<file path="src/dis_pkg.sv">
// constants shared by the drive digital input and relay select block
package dis_pkg;
	localparam int DIS_CLK_HZ = 50000000;
	localparam int DIS_SCAN_SHORT_MS = 4;
	localparam int DIS_SCAN_LONG_MS = 8;
	localparam int DIS_SCAN_SHORT_CYC = DIS_SCAN_SHORT_MS * (DIS_CLK_HZ / 1000);
	localparam int DIS_SCAN_LONG_CYC = DIS_SCAN_LONG_MS * (DIS_CLK_HZ / 1000);
	localparam int DIS_QUAL_CNT_W = 19;
	localparam int DIS_NUM_IN = 8;
	localparam int DIS_NUM_DET = 3;

	// register indices, byte address is four times the index
	localparam logic [3:0] DIS_IDX_SCAN = 4'h0;
	localparam logic [3:0] DIS_IDX_POL_LO = 4'h1;
	localparam logic [3:0] DIS_IDX_POL_HI = 4'h2;
	localparam logic [3:0] DIS_IDX_RELAY1 = 4'h3;
	localparam logic [3:0] DIS_IDX_RELAY2 = 4'h4;
	localparam logic [3:0] DIS_IDX_FUNC_LO = 4'h5;
	localparam logic [3:0] DIS_IDX_FUNC_HI = 4'h6;
	localparam logic [3:0] DIS_IDX_CTRL = 4'h7;
	localparam logic [3:0] DIS_IDX_DET1 = 4'h8;
	localparam logic [3:0] DIS_IDX_STATUS = 4'hB;
	localparam int DIS_NUM_RW = 11;
	localparam logic [31:0] DIS_RESET_VAL = 32'h0000_0000;
	localparam logic [10:0][31:0] DIS_MASK = {
		32'hFFFF_FFFF, 32'hFFFF_FFFF, 32'hFFFF_FFFF, 32'h0000_FF37,
		32'h3F3F_3F3F, 32'h3F3F_3F3F, 32'h0000_003F, 32'h0000_003F,
		32'h0000_000F, 32'h0000_000F, 32'h0000_0001};

	// control register fields
	localparam int DIS_CTRL_SLEEP_LSB = 0;
	localparam int DIS_CTRL_PROTECT = 2;
	localparam int DIS_CTRL_SAFETY_LSB = 4;
	localparam int DIS_CTRL_KEB_LSB = 8;
	localparam logic [1:0] DIS_SLEEP_SRC_DI = 2'h2;

	// input function codes
	localparam logic [5:0] DIS_FN_SLEEP = 6'h29;
	localparam logic [5:0] DIS_FN_ENC_OFF = 6'h2A;
	localparam logic [5:0] DIS_FN_INTEG_RST = 6'h2B;
	localparam logic [5:0] DIS_FN_SPD_TRQ = 6'h2C;
	localparam logic [5:0] DIS_FN_TRQ_NEG = 6'h2D;
	localparam logic [5:0] DIS_FN_ZERO_SERVO = 6'h2E;
	localparam logic [5:0] DIS_FN_FIRE = 6'h2F;
	localparam logic [5:0] DIS_FN_KEB = 6'h30;
	localparam logic [5:0] DIS_FN_WRITE_EN = 6'h31;
	localparam logic [5:0] DIS_FN_USP = 6'h32;
	localparam logic [5:0] DIS_FN_POS_SPD = 6'h33;
	localparam logic [5:0] DIS_FN_MULTI_POS = 6'h34;
	localparam logic [5:0] DIS_FN_TWO_WIRE = 6'h35;
	localparam logic [5:0] DIS_FN_SAFETY = 6'h3A;
	localparam logic [5:0] DIS_FN_EPS = 6'h3E;

	// relay codes that are reserved and so hold the contact open
	localparam logic [63:0] DIS_RELAY_RSVD = 64'hFFC3_DC1E_0003_8D80;

	localparam logic [1:0] DIS_RESP_OKAY = 2'h0;
	localparam logic [1:0] DIS_RESP_SLVERR = 2'h2;
endpackage

</file>
<file path="src/dis_input_qual.sv">
// one input qualifier: level must stay stable for the selected time
`timescale 1ns/1ps
module dis_input_qual
	import dis_pkg::*;
#(
	parameter int CNT_W = DIS_QUAL_CNT_W
) (
	input  wire logic             mclk,
	input  wire logic             rst_n,
	input  wire logic             din,
	input  wire logic [CNT_W-1:0] limit,
	output logic                  q
);
	logic [CNT_W-1:0] cnt;
	wire differs = din != q;
	wire done = cnt >= limit - CNT_W'(1);

	always_ff @(posedge mclk or negedge rst_n) begin
		if (!rst_n) begin
			cnt <= '0;
			q <= 1'b0;
		end else if (!differs) begin
			cnt <= '0; // any bounce restarts the wait
		end else if (done) begin
			cnt <= '0;
			q <= din;
		end else begin
			cnt <= cnt + CNT_W'(1);
		end
	end
endmodule

</file>
<file path="src/dis_freq_det.sv">
// frequency threshold detector with hysteresis band
`timescale 1ns/1ps
module dis_freq_det #(
	parameter int W = 16
) (
	input  wire logic         mclk,
	input  wire logic         rst_n,
	input  wire logic [W-1:0] freq,
	input  wire logic [W-1:0] level,
	input  wire logic [W-1:0] band,
	output logic              above
);
	// band below the level, clamped so a wide band cannot wrap
	wire [W-1:0] lowEdge = (band > level) ? '0 : level - band;
	wire goUp = freq > level;
	wire goDown = freq < lowEdge;

	always_ff @(posedge mclk or negedge rst_n) begin
		if (!rst_n) begin
			above <= 1'b0;
		end else if (goUp) begin
			above <= 1'b1;
		end else if (goDown) begin
			above <= 1'b0;
		end
	end
endmodule

</file>
<file path="src/dis_top.sv">
// digital input conditioning, function decode and relay select with AXI4-Lite
//
// The AXI4-Lite register port and the placing of the registers were decided locally.
`timescale 1ns/1ps
// What this block does
// - setting 0 waits 4 ms, 1 waits 8 ms of stable level before accepting
// - low polarity field: bit per input one to four, set means normally closed
// - high polarity field does the same for inputs five to eight
// - function 41 active with sleep source 2 enters process-loop sleep
// - function 42 disables encoder feedback and forces volts-per-hertz
// - function 43 clears speed loop integral, closed-loop modes only
// - function 44 on selects speed, off torque, only in sensor vector mode
// - function 45 inverts the torque reference sign
// - activating function 46 starts zero-servo position holding
// - function 47 suppresses warnings and protection trips
// - function 48 enables braking in acceleration when braking level above 0
// - function 49 on allows writes; unassigned, stored protection decides
// - function 50 blocks automatic start with run present at power-up
// - function 51 on selects position control, off speed control
// - function 52 enables multi-position; 53 is two-wire self-hold stop
// - function 58 becoming active requests stop with configured method
// - function 62 honoured only while supply voltage is low
// - each relay has a selector: 0 running, 1 fault, 9 blocked, others
// - relay codes 4 and 5: frequency above or below level with band
// - relay codes 50 to 53 use two further level and band pairs
// - relay code 21 is on after power-up with no fault
module dis_top
	import dis_pkg::*;
#(
	parameter int ADDR_W = 8,
	parameter int SCAN_SHORT_CYC = DIS_SCAN_SHORT_CYC,
	parameter int SCAN_LONG_CYC = DIS_SCAN_LONG_CYC
) (
	input  wire logic              mclk,
	input  wire logic              rst_n,
	input  wire logic [ADDR_W-1:0] awaddr,
	input  wire logic              awvalid,
	output logic                   awready,
	input  wire logic [31:0]       wdata,
	input  wire logic [3:0]        wstrb,
	input  wire logic              wvalid,
	output logic                   wready,
	output logic [1:0]             bresp,
	output logic                   bvalid,
	input  wire logic              bready,
	input  wire logic [ADDR_W-1:0] araddr,
	input  wire logic              arvalid,
	output logic                   arready,
	output logic [31:0]            rdata,
	output logic [1:0]             rresp,
	output logic                   rvalid,
	input  wire logic              rready,
	input  wire logic [7:0]        digitalInputTerminals,
	input  wire logic              driveRunning,
	input  wire logic              driveFault,
	input  wire logic              driveBaseblock,
	input  wire logic              powerUpDone,
	input  wire logic              lowVoltage,
	input  wire logic              closedLoopMode,
	input  wire logic              sensorVectorMode,
	input  wire logic [15:0]       outputFrequency,
	input  wire logic [63:0]       otherIndications,
	output logic                   firstRelayContact,
	output logic                   secondRelayContact,
	output logic                   sleepEnter,
	output logic                   encoderFeedbackDisable,
	output logic                   forceVoltsPerHertz,
	output logic                   speedIntegralReset,
	output logic                   torqueControlSelect,
	output logic                   torqueReferenceInvert,
	output logic                   zeroServoStart,
	output logic                   protectionOverride,
	output logic                   kineticEnergyBrakingAccel,
	output logic                   paramWriteEnable,
	output logic                   unattendedStartProtection,
	output logic                   positionControlSelect,
	output logic                   multiPositionEnable,
	output logic                   twoWireStop,
	output logic                   safetyStopRequest,
	output logic [1:0]             safetyStopMethod,
	output logic                   emergencyPowerSupplyMode
);
	localparam int CW = DIS_QUAL_CNT_W;

	// true when any qualified input in q carries the given function code
	function automatic logic fnActive(input logic [7:0] q,
			input logic [7:0][5:0] sel, input logic [5:0] code);
		logic hit;
		hit = 1'b0;
		for (int i = 0; i < DIS_NUM_IN; i++) begin
			hit = hit | (q[i] & (sel[i] == code));
		end
		return hit;
	endfunction

	// word merge under the AXI byte strobes
	function automatic logic [31:0] strbMerge(input logic [31:0] old,
			input logic [31:0] nw, input logic [3:0] strb);
		logic [31:0] res;
		res = old;
		for (int b = 0; b < 4; b++) begin
			if (strb[b]) begin
				res[b*8 +: 8] = nw[b*8 +: 8];
			end
		end
		return res;
	endfunction

	logic [DIS_NUM_RW-1:0][31:0] regs;
	logic [ADDR_W-1:0] awAddrHeld;
	logic [31:0]       wDataHeld;
	logic [3:0]        wStrbHeld;
	logic              awHeld;
	logic              wHeld;
	logic [7:0]        qualified;
	logic              act46Prev;
	logic              act58Prev;
	logic [DIS_NUM_DET-1:0] detAbove;

	// ---- register bus ----
	wire awTake = awvalid && awready;
	wire wTake = wvalid && wready;
	wire bDone = bvalid && bready;
	wire arTake = arvalid && arready;
	wire rDone = rvalid && rready;
	wire wrDo = awHeld && wHeld && !bvalid;
	wire [3:0] wIdx = awAddrHeld[5:2];
	wire [3:0] rIdx = araddr[5:2];
	wire wHigh = (ADDR_W > 6) ? |(awAddrHeld >> 6) : 1'b0;
	wire rHigh = (ADDR_W > 6) ? |(araddr >> 6) : 1'b0;
	wire wMapped = !wHigh && (wIdx < 4'(DIS_NUM_RW));
	wire rMapped = !rHigh && (rIdx <= DIS_IDX_STATUS);
	wire next_awHeld = awHeld ? !bDone : awTake;
	wire next_wHeld = wHeld ? !bDone : wTake;
	wire next_rvalid = rvalid ? !rready : arTake;

	always_ff @(posedge mclk or negedge rst_n) begin
		if (!rst_n) begin
			awHeld <= 1'b0;
			wHeld <= 1'b0;
			awready <= 1'b0;
			wready <= 1'b0;
			awAddrHeld <= '0;
			wDataHeld <= 32'h0000_0000;
			wStrbHeld <= 4'h0;
		end else begin
			awHeld <= next_awHeld;
			wHeld <= next_wHeld;
			awready <= !next_awHeld;
			wready <= !next_wHeld;
			if (awTake) begin
				awAddrHeld <= awaddr;
			end
			if (wTake) begin
				wDataHeld <= wdata;
				wStrbHeld <= wstrb;
			end
		end
	end

	always_ff @(posedge mclk or negedge rst_n) begin
		if (!rst_n) begin
			bvalid <= 1'b0;
			bresp <= DIS_RESP_OKAY;
		end else if (wrDo) begin
			bvalid <= 1'b1;
			bresp <= wMapped ? DIS_RESP_OKAY : DIS_RESP_SLVERR;
		end else if (bDone) begin
			bvalid <= 1'b0;
		end
	end

	genvar gr;
	generate
		for (gr = 0; gr < DIS_NUM_RW; gr++) begin : g_reg
			always_ff @(posedge mclk or negedge rst_n) begin
				if (!rst_n) begin
					regs[gr] <= DIS_RESET_VAL;
				end else if (wrDo && wMapped && wIdx == 4'(gr)) begin
					regs[gr] <= strbMerge(regs[gr], wDataHeld, wStrbHeld)
						& DIS_MASK[gr];
				end
			end
		end
	endgenerate

	// ---- configuration fields ----
	wire       scanLong = regs[DIS_IDX_SCAN][0];
	wire [7:0] polarity = {regs[DIS_IDX_POL_HI][3:0], regs[DIS_IDX_POL_LO][3:0]};
	wire [5:0] relay1Sel = regs[DIS_IDX_RELAY1][5:0];
	wire [5:0] relay2Sel = regs[DIS_IDX_RELAY2][5:0];
	wire [31:0] ctrl = regs[DIS_IDX_CTRL];
	wire [1:0] sleepSrc = ctrl[DIS_CTRL_SLEEP_LSB +: 2];
	wire       sleepSrcIsDi = sleepSrc == DIS_SLEEP_SRC_DI;
	wire       protectStore = ctrl[DIS_CTRL_PROTECT];
	wire       kebLevelNz = |ctrl[DIS_CTRL_KEB_LSB +: 8];
	wire [1:0] safetySel = ctrl[DIS_CTRL_SAFETY_LSB +: 2];
	wire [7:0][5:0] funcSel;

	genvar gf;
	generate
		for (gf = 0; gf < DIS_NUM_IN; gf++) begin : g_func
			assign funcSel[gf] = regs[DIS_IDX_FUNC_LO + 4'(gf / 4)]
				[(gf % 4) * 8 +: 6];
		end
	endgenerate

	// ---- input conditioning ----
	// polarity first so the wait measures the command level, not the wire
	wire [7:0] sensed = digitalInputTerminals ^ polarity;
	wire [CW-1:0] qualLimit = scanLong ? CW'(SCAN_LONG_CYC)
		: CW'(SCAN_SHORT_CYC);

	genvar gi;
	generate
		for (gi = 0; gi < DIS_NUM_IN; gi++) begin : g_qual
			dis_input_qual #(.CNT_W(CW)) u_qual (
				.mclk  (mclk),
				.rst_n (rst_n),
				.din   (sensed[gi]),
				.limit (qualLimit),
				.q     (qualified[gi])
			);
		end
	endgenerate

	// ---- function decode ----
	wire act41 = fnActive(qualified, funcSel, DIS_FN_SLEEP);
	wire act42 = fnActive(qualified, funcSel, DIS_FN_ENC_OFF);
	wire act43 = fnActive(qualified, funcSel, DIS_FN_INTEG_RST);
	wire act44 = fnActive(qualified, funcSel, DIS_FN_SPD_TRQ);
	wire asg44 = fnActive(8'hFF, funcSel, DIS_FN_SPD_TRQ);
	wire act45 = fnActive(qualified, funcSel, DIS_FN_TRQ_NEG);
	wire act46 = fnActive(qualified, funcSel, DIS_FN_ZERO_SERVO);
	wire act47 = fnActive(qualified, funcSel, DIS_FN_FIRE);
	wire act48 = fnActive(qualified, funcSel, DIS_FN_KEB);
	wire act49 = fnActive(qualified, funcSel, DIS_FN_WRITE_EN);
	wire asg49 = fnActive(8'hFF, funcSel, DIS_FN_WRITE_EN);
	wire act50 = fnActive(qualified, funcSel, DIS_FN_USP);
	wire act51 = fnActive(qualified, funcSel, DIS_FN_POS_SPD);
	wire act52 = fnActive(qualified, funcSel, DIS_FN_MULTI_POS);
	wire act53 = fnActive(qualified, funcSel, DIS_FN_TWO_WIRE);
	wire act58 = fnActive(qualified, funcSel, DIS_FN_SAFETY);
	wire act62 = fnActive(qualified, funcSel, DIS_FN_EPS);

	wire next_sleep = act41 && sleepSrcIsDi;
	wire next_integ = act43 && closedLoopMode;
	// outside sensor vector mode the switch is ignored and speed stays on
	wire next_torque = sensorVectorMode && asg44 && !act44;
	wire next_zeroServo = act46 && !act46Prev;
	wire next_keb = act48 && kebLevelNz;
	wire next_writeEn = asg49 ? act49 : !protectStore;
	wire next_safety = act58 && !act58Prev;
	wire next_eps = act62 && lowVoltage;

	// ---- relay indications ----
	genvar gd;
	generate
		for (gd = 0; gd < DIS_NUM_DET; gd++) begin : g_det
			dis_freq_det #(.W(16)) u_det (
				.mclk  (mclk),
				.rst_n (rst_n),
				.freq  (outputFrequency),
				.level (regs[DIS_IDX_DET1 + 4'(gd)][15:0]),
				.band  (regs[DIS_IDX_DET1 + 4'(gd)][31:16]),
				.above (detAbove[gd])
			);
		end
	endgenerate

	wire driveReady = powerUpDone && !driveFault;
	// bit n of the vector is what relay code n shows
	wire [63:0] indRaw = {otherIndications[63:54],
		!detAbove[2], detAbove[2], !detAbove[1], detAbove[1],
		otherIndications[49:22], driveReady, otherIndications[20:10],
		driveBaseblock, otherIndications[8:6],
		!detAbove[0], detAbove[0],
		otherIndications[3:2], driveFault, driveRunning};
	wire [63:0] indication = indRaw & ~DIS_RELAY_RSVD;
	wire next_relay1 = indication[relay1Sel];
	wire next_relay2 = indication[relay2Sel];

	always_ff @(posedge mclk or negedge rst_n) begin
		if (!rst_n) begin
			firstRelayContact <= 1'b0;
			secondRelayContact <= 1'b0;
			sleepEnter <= 1'b0;
			encoderFeedbackDisable <= 1'b0;
			forceVoltsPerHertz <= 1'b0;
			speedIntegralReset <= 1'b0;
			torqueControlSelect <= 1'b0;
			torqueReferenceInvert <= 1'b0;
			zeroServoStart <= 1'b0;
			protectionOverride <= 1'b0;
			kineticEnergyBrakingAccel <= 1'b0;
			paramWriteEnable <= 1'b0;
			unattendedStartProtection <= 1'b0;
			positionControlSelect <= 1'b0;
			multiPositionEnable <= 1'b0;
			twoWireStop <= 1'b0;
			safetyStopRequest <= 1'b0;
			safetyStopMethod <= 2'h0;
			emergencyPowerSupplyMode <= 1'b0;
			act46Prev <= 1'b0;
			act58Prev <= 1'b0;
		end else begin
			firstRelayContact <= next_relay1;
			secondRelayContact <= next_relay2;
			sleepEnter <= next_sleep;
			encoderFeedbackDisable <= act42;
			forceVoltsPerHertz <= act42;
			speedIntegralReset <= next_integ;
			torqueControlSelect <= next_torque;
			torqueReferenceInvert <= act45;
			zeroServoStart <= next_zeroServo;
			protectionOverride <= act47;
			kineticEnergyBrakingAccel <= next_keb;
			paramWriteEnable <= next_writeEn;
			unattendedStartProtection <= act50;
			positionControlSelect <= act51;
			multiPositionEnable <= act52;
			twoWireStop <= act53;
			safetyStopRequest <= next_safety;
			safetyStopMethod <= safetySel;
			emergencyPowerSupplyMode <= next_eps;
			act46Prev <= act46;
			act58Prev <= act58;
		end
	end

	// ---- read path ----
	wire [31:0] statusWord = {20'h0_0000, sleepEnter, paramWriteEnable,
		secondRelayContact, firstRelayContact, qualified};
	wire [31:0] readWord = (rIdx == DIS_IDX_STATUS) ? statusWord
		: regs[rIdx[3:0] < 4'(DIS_NUM_RW) ? rIdx : 4'h0];

	always_ff @(posedge mclk or negedge rst_n) begin
		if (!rst_n) begin
			rvalid <= 1'b0;
			arready <= 1'b0;
			rdata <= 32'h0000_0000;
			rresp <= DIS_RESP_OKAY;
		end else begin
			rvalid <= next_rvalid;
			arready <= !next_rvalid;
			if (arTake) begin
				rdata <= rMapped ? readWord : 32'h0000_0000;
				rresp <= rMapped ? DIS_RESP_OKAY : DIS_RESP_SLVERR;
			end
		end
	end
endmodule

</file>
<file path="config.mk">
export PLATFORM = sky130hd
export DESIGN_NAME = dis_top
export DESIGN_NICKNAME = d
export VERILOG_FILES = /design/src/dis_pkg.sv /design/src/dis_input_qual.sv /design/src/dis_freq_det.sv /design/src/dis_top.sv
export SDC_FILE = /design/constraint.sdc
export NUM_CORES = 1
export LEC_CHECK = 0
export BUFFER_PORTS_ARGS = -buffer_cell sky130_fd_sc_hd__buf_4
export CAP_MARGIN = 10
export CORE_ASPECT_RATIO = 1.75
export CORE_MARGIN = 2
export CORE_UTILIZATION = 60
export CTS_CLUSTER_SIZE = 10
export DETAILED_ROUTE_END_ITERATION = 7
export PLACE_DENSITY = 0.86
export SYNTH_ARGS = -nofsm -noshare
export SYNTH_HDL_FRONTEND = slang
export SYNTH_SLANG_ARGS = --single-unit
export TNS_END_PERCENT = 30
</file>
<file path="constraint.sdc">
create_clock -name mclk -period 4.6 [get_ports mclk]
set_input_delay 0.46 -clock mclk [delete_from_list [all_inputs] [get_ports mclk]]
set_output_delay 0.46 -clock mclk [all_outputs]
set_load 0.05 [all_outputs]
</file>
==> flow_summary.toml, run 1 <==
[synth]
synth_ff_type = "dfrtp_1"
ys_seq_area_frac = 0.402
ys_ff_latch = 445
synthMuxAreaShare = 0.108
yosys.area_share.xor_xnor = 0.0588
postSynthAreaPerCell_um2 = 9.65
async_reset_ff_frac = 1.00
yosysUniqueCellTypes = 95
synthSimpleGateAreaFrac = 0.177
syn_inst = 2870
synth_area_mm2 = 0.0277
yosys_warnings = 0
synth_edf_count = 0
synth_top_family_by_area = "simple AND/OR/NAND/NOR gates"
synth-adder-area-share = 0.0948
synth_compound_area_frac = 0.125

[power_and_ir_drop]
powerDensity_mw_per_mm2 = 707
leakagePower_nw = 14.0
finalPower_mw = 21.8
ir_worst_vdd_v = 0.000964

[die]
die_x_um = 166
coreArea_mm2 = 0.0458
fp-row-count = 104
ios = 215
die_area_mm2 = 0.0480
die_y_um = 288
initial_core_util = 0.605

[clock_tree]
cts.path.max_buffers = 3
cts-resized-gates = 0
cts_max_level = 2
cts_tree = "yes"
cts_hold_buf = 1
clockRootBuffer = "clkbuf_16"
path_clk_slew_ns = 0.07
cts_sinks = 445
cts_setup_buffers = 0
numCtsBuffers = 50
clock_latency_ns = 0.60

[drt]
avgRoutedWirePerCell_um = 25.2
drtIter0Drc = 1968
routed_wl_mm = 90.6
vias = 23800
route.detailed.drc = 0
antenna_left = 0
dr.pass1.iters = 7
vias_per_cell = 6.61

[worst_setup_path]
path_class = "reg -> reg"
cp_data_arrival_time_ns = 4.67
cp_max_fo = 15
worstSetupEndpointType = "flop"
start_kind = "flop"
cp.required_ns = 5.07

[global_routing]
grt_start_max_net_pins = 124
grt_use_total = 0.374
grt_pass1_vias = 24500
grt-ovfl-total = 0
antenna_found_initial = 2
grt_pass1_wl_mm = 138

[final_layout]
drive_gt1_frac = 0.177
area_growth_pct = 11.3
fillers = 3478
layout.nets = 3376
fin_cells = 3601
fin_area_mm2 = 0.0308
diodes = 0

[sta]
worst_pin_slew_ns = 1.31
fmax_mhz = 238
slew_headroom = 0.120
rsz0062_at_grt = "false"
final_hold_viol_count = 0
setup_viol = 0
fin_setup_tns_ns = 0
maxSlewViolCount = 0
fin_worst_skew_ns = 0.0306
period_needed_ns = 4.20
period_share = 0.914
fin_ws_ns = 0.397

[place]
pre_cts_ws_ns = 0.439
dp_hpwl_mm = 68.7
place_area_mm2 = 0.0295
portBuffers = 170
place.gp.congestion = 1.00
dp_cells = 3544

[min_path]
hold_class = "in -> reg"

[job]
maxCapViolCount = 0

[run_status]
status = "complete, no violations"
==> metrics by stage <==
| stage | hold WS (ns) | utilization |
|---|---|---|
| final | 0.0682 | 0.673 |
| after global routing | 0.0853 | 0.673 |
| after CTS | 0.0582 | 0.673 |
| after detailed placement | 0.393 | 0.644 |
| after global placement | 0.388 | 0.644 |
| after floorplan | 0.164 | - |
==> power by group <==
group | switching, mW | leakage (nW) | internal (mW)
registers | 1.60 | 6.02 | 4.72
clock network | 1.58 | 0.657 | 1.96
logic | 6.87 | 7.33 | 5.07
==> logic make-up after synthesis <==
kind of cell | after synthesis
AND/OR/NAND/NOR | 1003
AO/OA/AOI/OAI | 526
flip-flops | 445
multiplexers | 258
buffers and inverters | 243
adder cells (fa/ha/maj) | 208
XOR/XNOR | 186
other | 1
==> cell type report <==
type	instances	area, um^2	share of cell area
repair buffers	194	1490	0.0484
multi-input cells	2183	15600	0.506
flip-flops and latches	445	11100	0.361
inverters	140	526	0.0170
clock inverters	3	58.8	0.00191
well taps	583	729	0.0237
clock buffers	53	1280	0.0416
==> flip-flops by register name, indices dropped and copies added (netlist names), 4 cells and up <==
signal,flops
g_qual.u_qual.cnt,152
regs,109
funcSel,48
rdata,32
wDataHeld,32
ctrl,13
g_qual.u_qual.q,8
polarity,8
awAddrHeld,6
wStrbHeld,4
==> layer usage <==
layer  GRT usage  up-vias  routed length [um]
met4       0.301        4                8740
met1       0.391    11600               30600
met2       0.669     1159               45600
li1            -    10600                   -
met3      0.0551      441                5620
met5           0        -                  30
==> critical path, cell delays in order, from the launching register on <==
cell and delay (ns):
dfrtp_1 0.41, inv_1 0.06, ha_1 0.21, fa_1 0.42, nor2b_1 0.17, o31a_1 0.19
o221ai_2 0.16, a211o_1 0.31, a31oi_1 0.26, or2_2 0.36, nand2_1 0.11, ha_1 0.31
a2111oi_0 0.38, o21ai_0 0.14, o21ai_0 0.10, o21ai_0 0.17, a2bb2oi_1 0.20, o21ai_0 0.11
==> Yosys cell counts (all sizes together), types with 5 or more instances <==
master   number  area share
o21ai       103       0.019
a21o         23      0.0062
nand2       277       0.040
a22oi         7      0.0019
o221ai       33       0.011
and4          7      0.0022
nand2b       28      0.0063
nor4         15      0.0034
or4           8      0.0022
or2          11      0.0025
o211ai       20      0.0054
nand4b        5      0.0016
xnor2        62       0.020
nor3b         7      0.0019
inv         139       0.019
or3          23      0.0054
a221oi       12      0.0040
ha          205       0.093
nand3b       23      0.0067
nand3       110       0.020
nand4        64       0.014
o21a         28      0.0076
mux4          8      0.0065
mux2        233       0.095
mux2i        17      0.0061
nor2b        32      0.0072
and3         27      0.0061
a21oi       150       0.027
o22ai        33      0.0075
buf          31      0.0059
nor3         52       0.010
xor2        124       0.039
a32o          6      0.0022
and2          6      0.0014
o31a          6      0.0019
nor2        297       0.041
a31oi        21      0.0047
o31ai         6      0.0018
a2111oi       7      0.0022
a211oi       17      0.0046
clkbuf       72      0.0098
dfrtp       445        0.40
o32ai         8      0.0028
==> worst paths after layout <==
path / slack (ns) / startpoint / endpoint / cells after the start
setup / recovery: 0.40 / regs[288] / g_det[1].u_det.above / 17
hold / removal: 0.07 / bready / bvalid / 2
setup reg to reg: 0.40 / regs[288] / g_det[1].u_det.above / 17
hold reg to reg: 0.40 / act46Prev / zeroServoStart / 1
max in group asynchronous: 2.89 / rst_n / funcSel[30] / 3
min in group asynchronous: 0.46 / rst_n / regs[292] / 2
==> placed cells by master (no fill, tap or decap), drive strengths merged, types with 8 or more instances in the layout <==
cell and count:
and3 27, xor2 124, inv 141, nor2 297, nand3 110, o21a 28
o32ai 8, o21ai 103, buf 193, nand2 277, nand4 64, nor4 15
o22ai 33, mux2i 17, clkbuf 53, a211oi 17, dfrtp 445, a21oi 150
nand2b 28, nor2b 32, ha 205, a21o 23, mux2 233, or3 23
xnor2 62, mux4 8, o211ai 20, a31oi 21, nor3 52, a221oi 12
o221ai 33, or2 11, nand3b 23, or4 8
(Power assumes the default switching activity.)
==> run 2, diff against run 1 <==
--- a/config.mk
+++ b/config.mk
@@ -9,8 +9,10 @@
 export CAP_MARGIN = 10
+export CELL_PAD_IN_SITES_DETAIL_PLACEMENT = 0
+export CELL_PAD_IN_SITES_GLOBAL_PLACEMENT = 1
 export CORE_ASPECT_RATIO = 1.75
 export CORE_MARGIN = 2
-export CORE_UTILIZATION = 60
+export CORE_UTILIZATION = 48
 export CTS_CLUSTER_SIZE = 10
 export DETAILED_ROUTE_END_ITERATION = 7
-export PLACE_DENSITY = 0.86
+export PLACE_DENSITY = 0.87
 export SYNTH_ARGS = -nofsm -noshare
--- a/constraint.sdc
+++ b/constraint.sdc
@@ -3,2 +3,2 @@
 set_output_delay 0.46 -clock mclk [all_outputs]
-set_load 0.05 [all_outputs]
+set_load 0.01 [all_outputs]
==> run 2 against run 1 <==
Critical path depth stayed put. Clock power up 4%. Sequential power hardly changed. Core utilization fell by 13 points. Via count down 1.8%. Clock skew down 0.012 ns. Non-clock buffer count fell by 5. Largest cell class unchanged. Largest power group unchanged.
==> flow_summary.toml, run 2 (synthesis gave the netlist of run 1 again) <==
[run_status]
status = "complete, no violations"

[place]
dp_cells = 3723
dp_hpwl_mm = 70.6
portBuffers = 170
place_area_mm2 = 0.0297
place.gp.congestion = 1.04
pre_cts_ws_ns = 0.567

[sta]
fmax_mhz = 244
fin_worst_skew_ns = 0.0190
maxSlewViolCount = 0
period_share = 0.891
slew_headroom = 0.245
worst_pin_slew_ns = 1.13
rsz0062_at_grt = "false"
fin_setup_tns_ns = 0
period_needed_ns = 4.10
setup_viol = 0
final_hold_viol_count = 0
fin_ws_ns = 0.500

[final_layout]
largest_reg_flops = 152
fin_area_mm2 = 0.0311
fin_cells = 3788
final_cell_mix = "445 x dfrtp_1, 295 x nor2_1, 260 x nand2_1"
area_growth_pct = 12.3
drive_gt1_frac = 0.177
top_register = "g_qual.u_qual.cnt"
layout_commonest_cell = "dfrtp_1"
layout.nets = 3372

[worst_setup_path]
regToRegStartpoint = "regs[288]"
startpoint = "regs[288]"
cp_num_buf_inv = 1
cp_cell_sequence = "inv_1 > ha_1 > fa_1 > nor2b_1 > o31a_1 > o221ai_2 > a211o_1 > a31oi_1 > or2_2 > nand2_1 > ha_1 > a2111oi_0 > o21ai_0 > o21ai_0 > o21ai_0 > a2bb2oi_1 > o21ai_0"
start_kind = "flop"
crit_family = "compound AO/OA/AOI/OAI gates"
critPathSlowestCell = "dfrtp_1"
cp_max_fo = 15
worstSetupEndpointType = "flop"
cpMostUsedCell = "o21ai_0"
cp.required_ns = 5.09
path_class = "reg -> reg"
cp_data_arrival_time_ns = 4.59
worst_path_largest_cell_delay_ns = 0.45

[clock_tree]
cts_max_level = 2
numCtsBuffers = 51
clockRootBuffer = "clkbuf_16"
clock_latency_ns = 0.61
path_clk_slew_ns = 0.06
cts-resized-gates = 0
cts_sinks = 445
cts.path.max_buffers = 3
cts_tree = "yes"

[global_routing]
grt_start_max_net_pins = 134
grt_pass1_vias = 24100
antenna_found_initial = 2
grt_pass1_wl_mm = 141
grt_use_total = 0.315
grt-ovfl-total = 0

[power_and_ir_drop]
powerDensity_mw_per_mm2 = 688
finalPower_mw = 21.4
ir_worst_vdd_v = 0.000983
leakagePower_nw = 14.0

[drt]
vias_per_cell = 6.17
drtIter0Drc = 1683
routed_wl_mm = 93.0
antenna_left = 0
vias = 23400
route.detailed.drc = 0
dr.pass1.iters = 5
avgRoutedWirePerCell_um = 24.6

[die]
die_y_um = 322
fp-row-count = 116
initial_core_util = 0.484
die_x_um = 186
coreArea_mm2 = 0.0572
die_area_mm2 = 0.0597
ios = 215

[min_path]
hold_class = "in -> reg"
min_from = "bready"

[job]
maxCapViolCount = 0
## run 2: cell count changes in the layout (fill, tap and decap cells not counted), moves of 2 or more
cell	before	now
buf_4	190	184
clkbuf_1	1	4
clkbuf_8	2	4
clkinv_8	0	2
## run 2: stage by stage
stage	utilization	hold slack [ns]
2_1_floorplan	-	0.164
3_3_place_gp	0.519	0.392
3_5_place_dp	0.519	0.392
4_1_cts	0.544	0.0171
5_1_grt	0.544	0.0269
6_report	0.544	0.0324
## run 2: worst reg2reg max path: stages, from the launching register on
cell and delay, ns:
dfrtp_1 0.45, inv_1 0.08, ha_1 0.21, fa_1 0.40, nor2b_1 0.17, o31a_1 0.22
o221ai_2 0.18, a211o_1 0.32, a31oi_1 0.20, or2_2 0.34, nand2_1 0.12, ha_1 0.30
a2111oi_0 0.40, o21ai_0 0.13, o21ai_0 0.08, o21ai_0 0.12, a2bb2oi_1 0.15, o21ai_0 0.10
## run 2: area by class of cell
class	count	area [um^2]
well taps	767	960
fillers	5220	26100
repair buffers	189	1470
multi-input cells	2183	15600
flip-flops and latches	445	11100
diodes	1	2.50
inverters	140	526
clock buffers	59	1350
clock inverters	4	57.6
## run 2: worst paths after layout
check / cells past startpoint / slack (ns) / endpoint
min: 2 / 0.03 / bvalid
min reg2reg: 1 / 0.40 / zeroServoStart
min in group asynchronous: 2 / 0.41 / g_qual[4].u_qual.cnt[17]
max in group asynchronous: 3 / 3.02 / wDataHeld[11]
max: 17 / 0.50 / g_det[1].u_det.above
max reg2reg: 17 / 0.50 / g_det[1].u_det.above
## run 2: metal layers
metal  routed length [um]  share of wire  global-route usage  vias to the layer above
li1                     -              -                   -                    10600
met1                32300           0.35               0.337                    11600
met2                47000           0.51               0.553                      874
met3                 5290          0.057              0.0475                      374
met4                 8390          0.090               0.238                        2
met5                   13        0.00014                   0                        -
## run 2: timing repair
| action | in CTS | in global routing |
|---|---|---|
| hold buffers | 1 | 0 |
| buffers inserted | 0 | 0 |
| endpoints found under the hold margin | 69 | 0 |
## run 2: where the power goes
part           switching [mW]  leakage (nW)  internal (mW)
Combinational            6.41          7.31           4.96
Clock                    1.63         0.689           2.04
Sequential               1.64          6.02           4.72
Total                    9.68          14.0           11.7
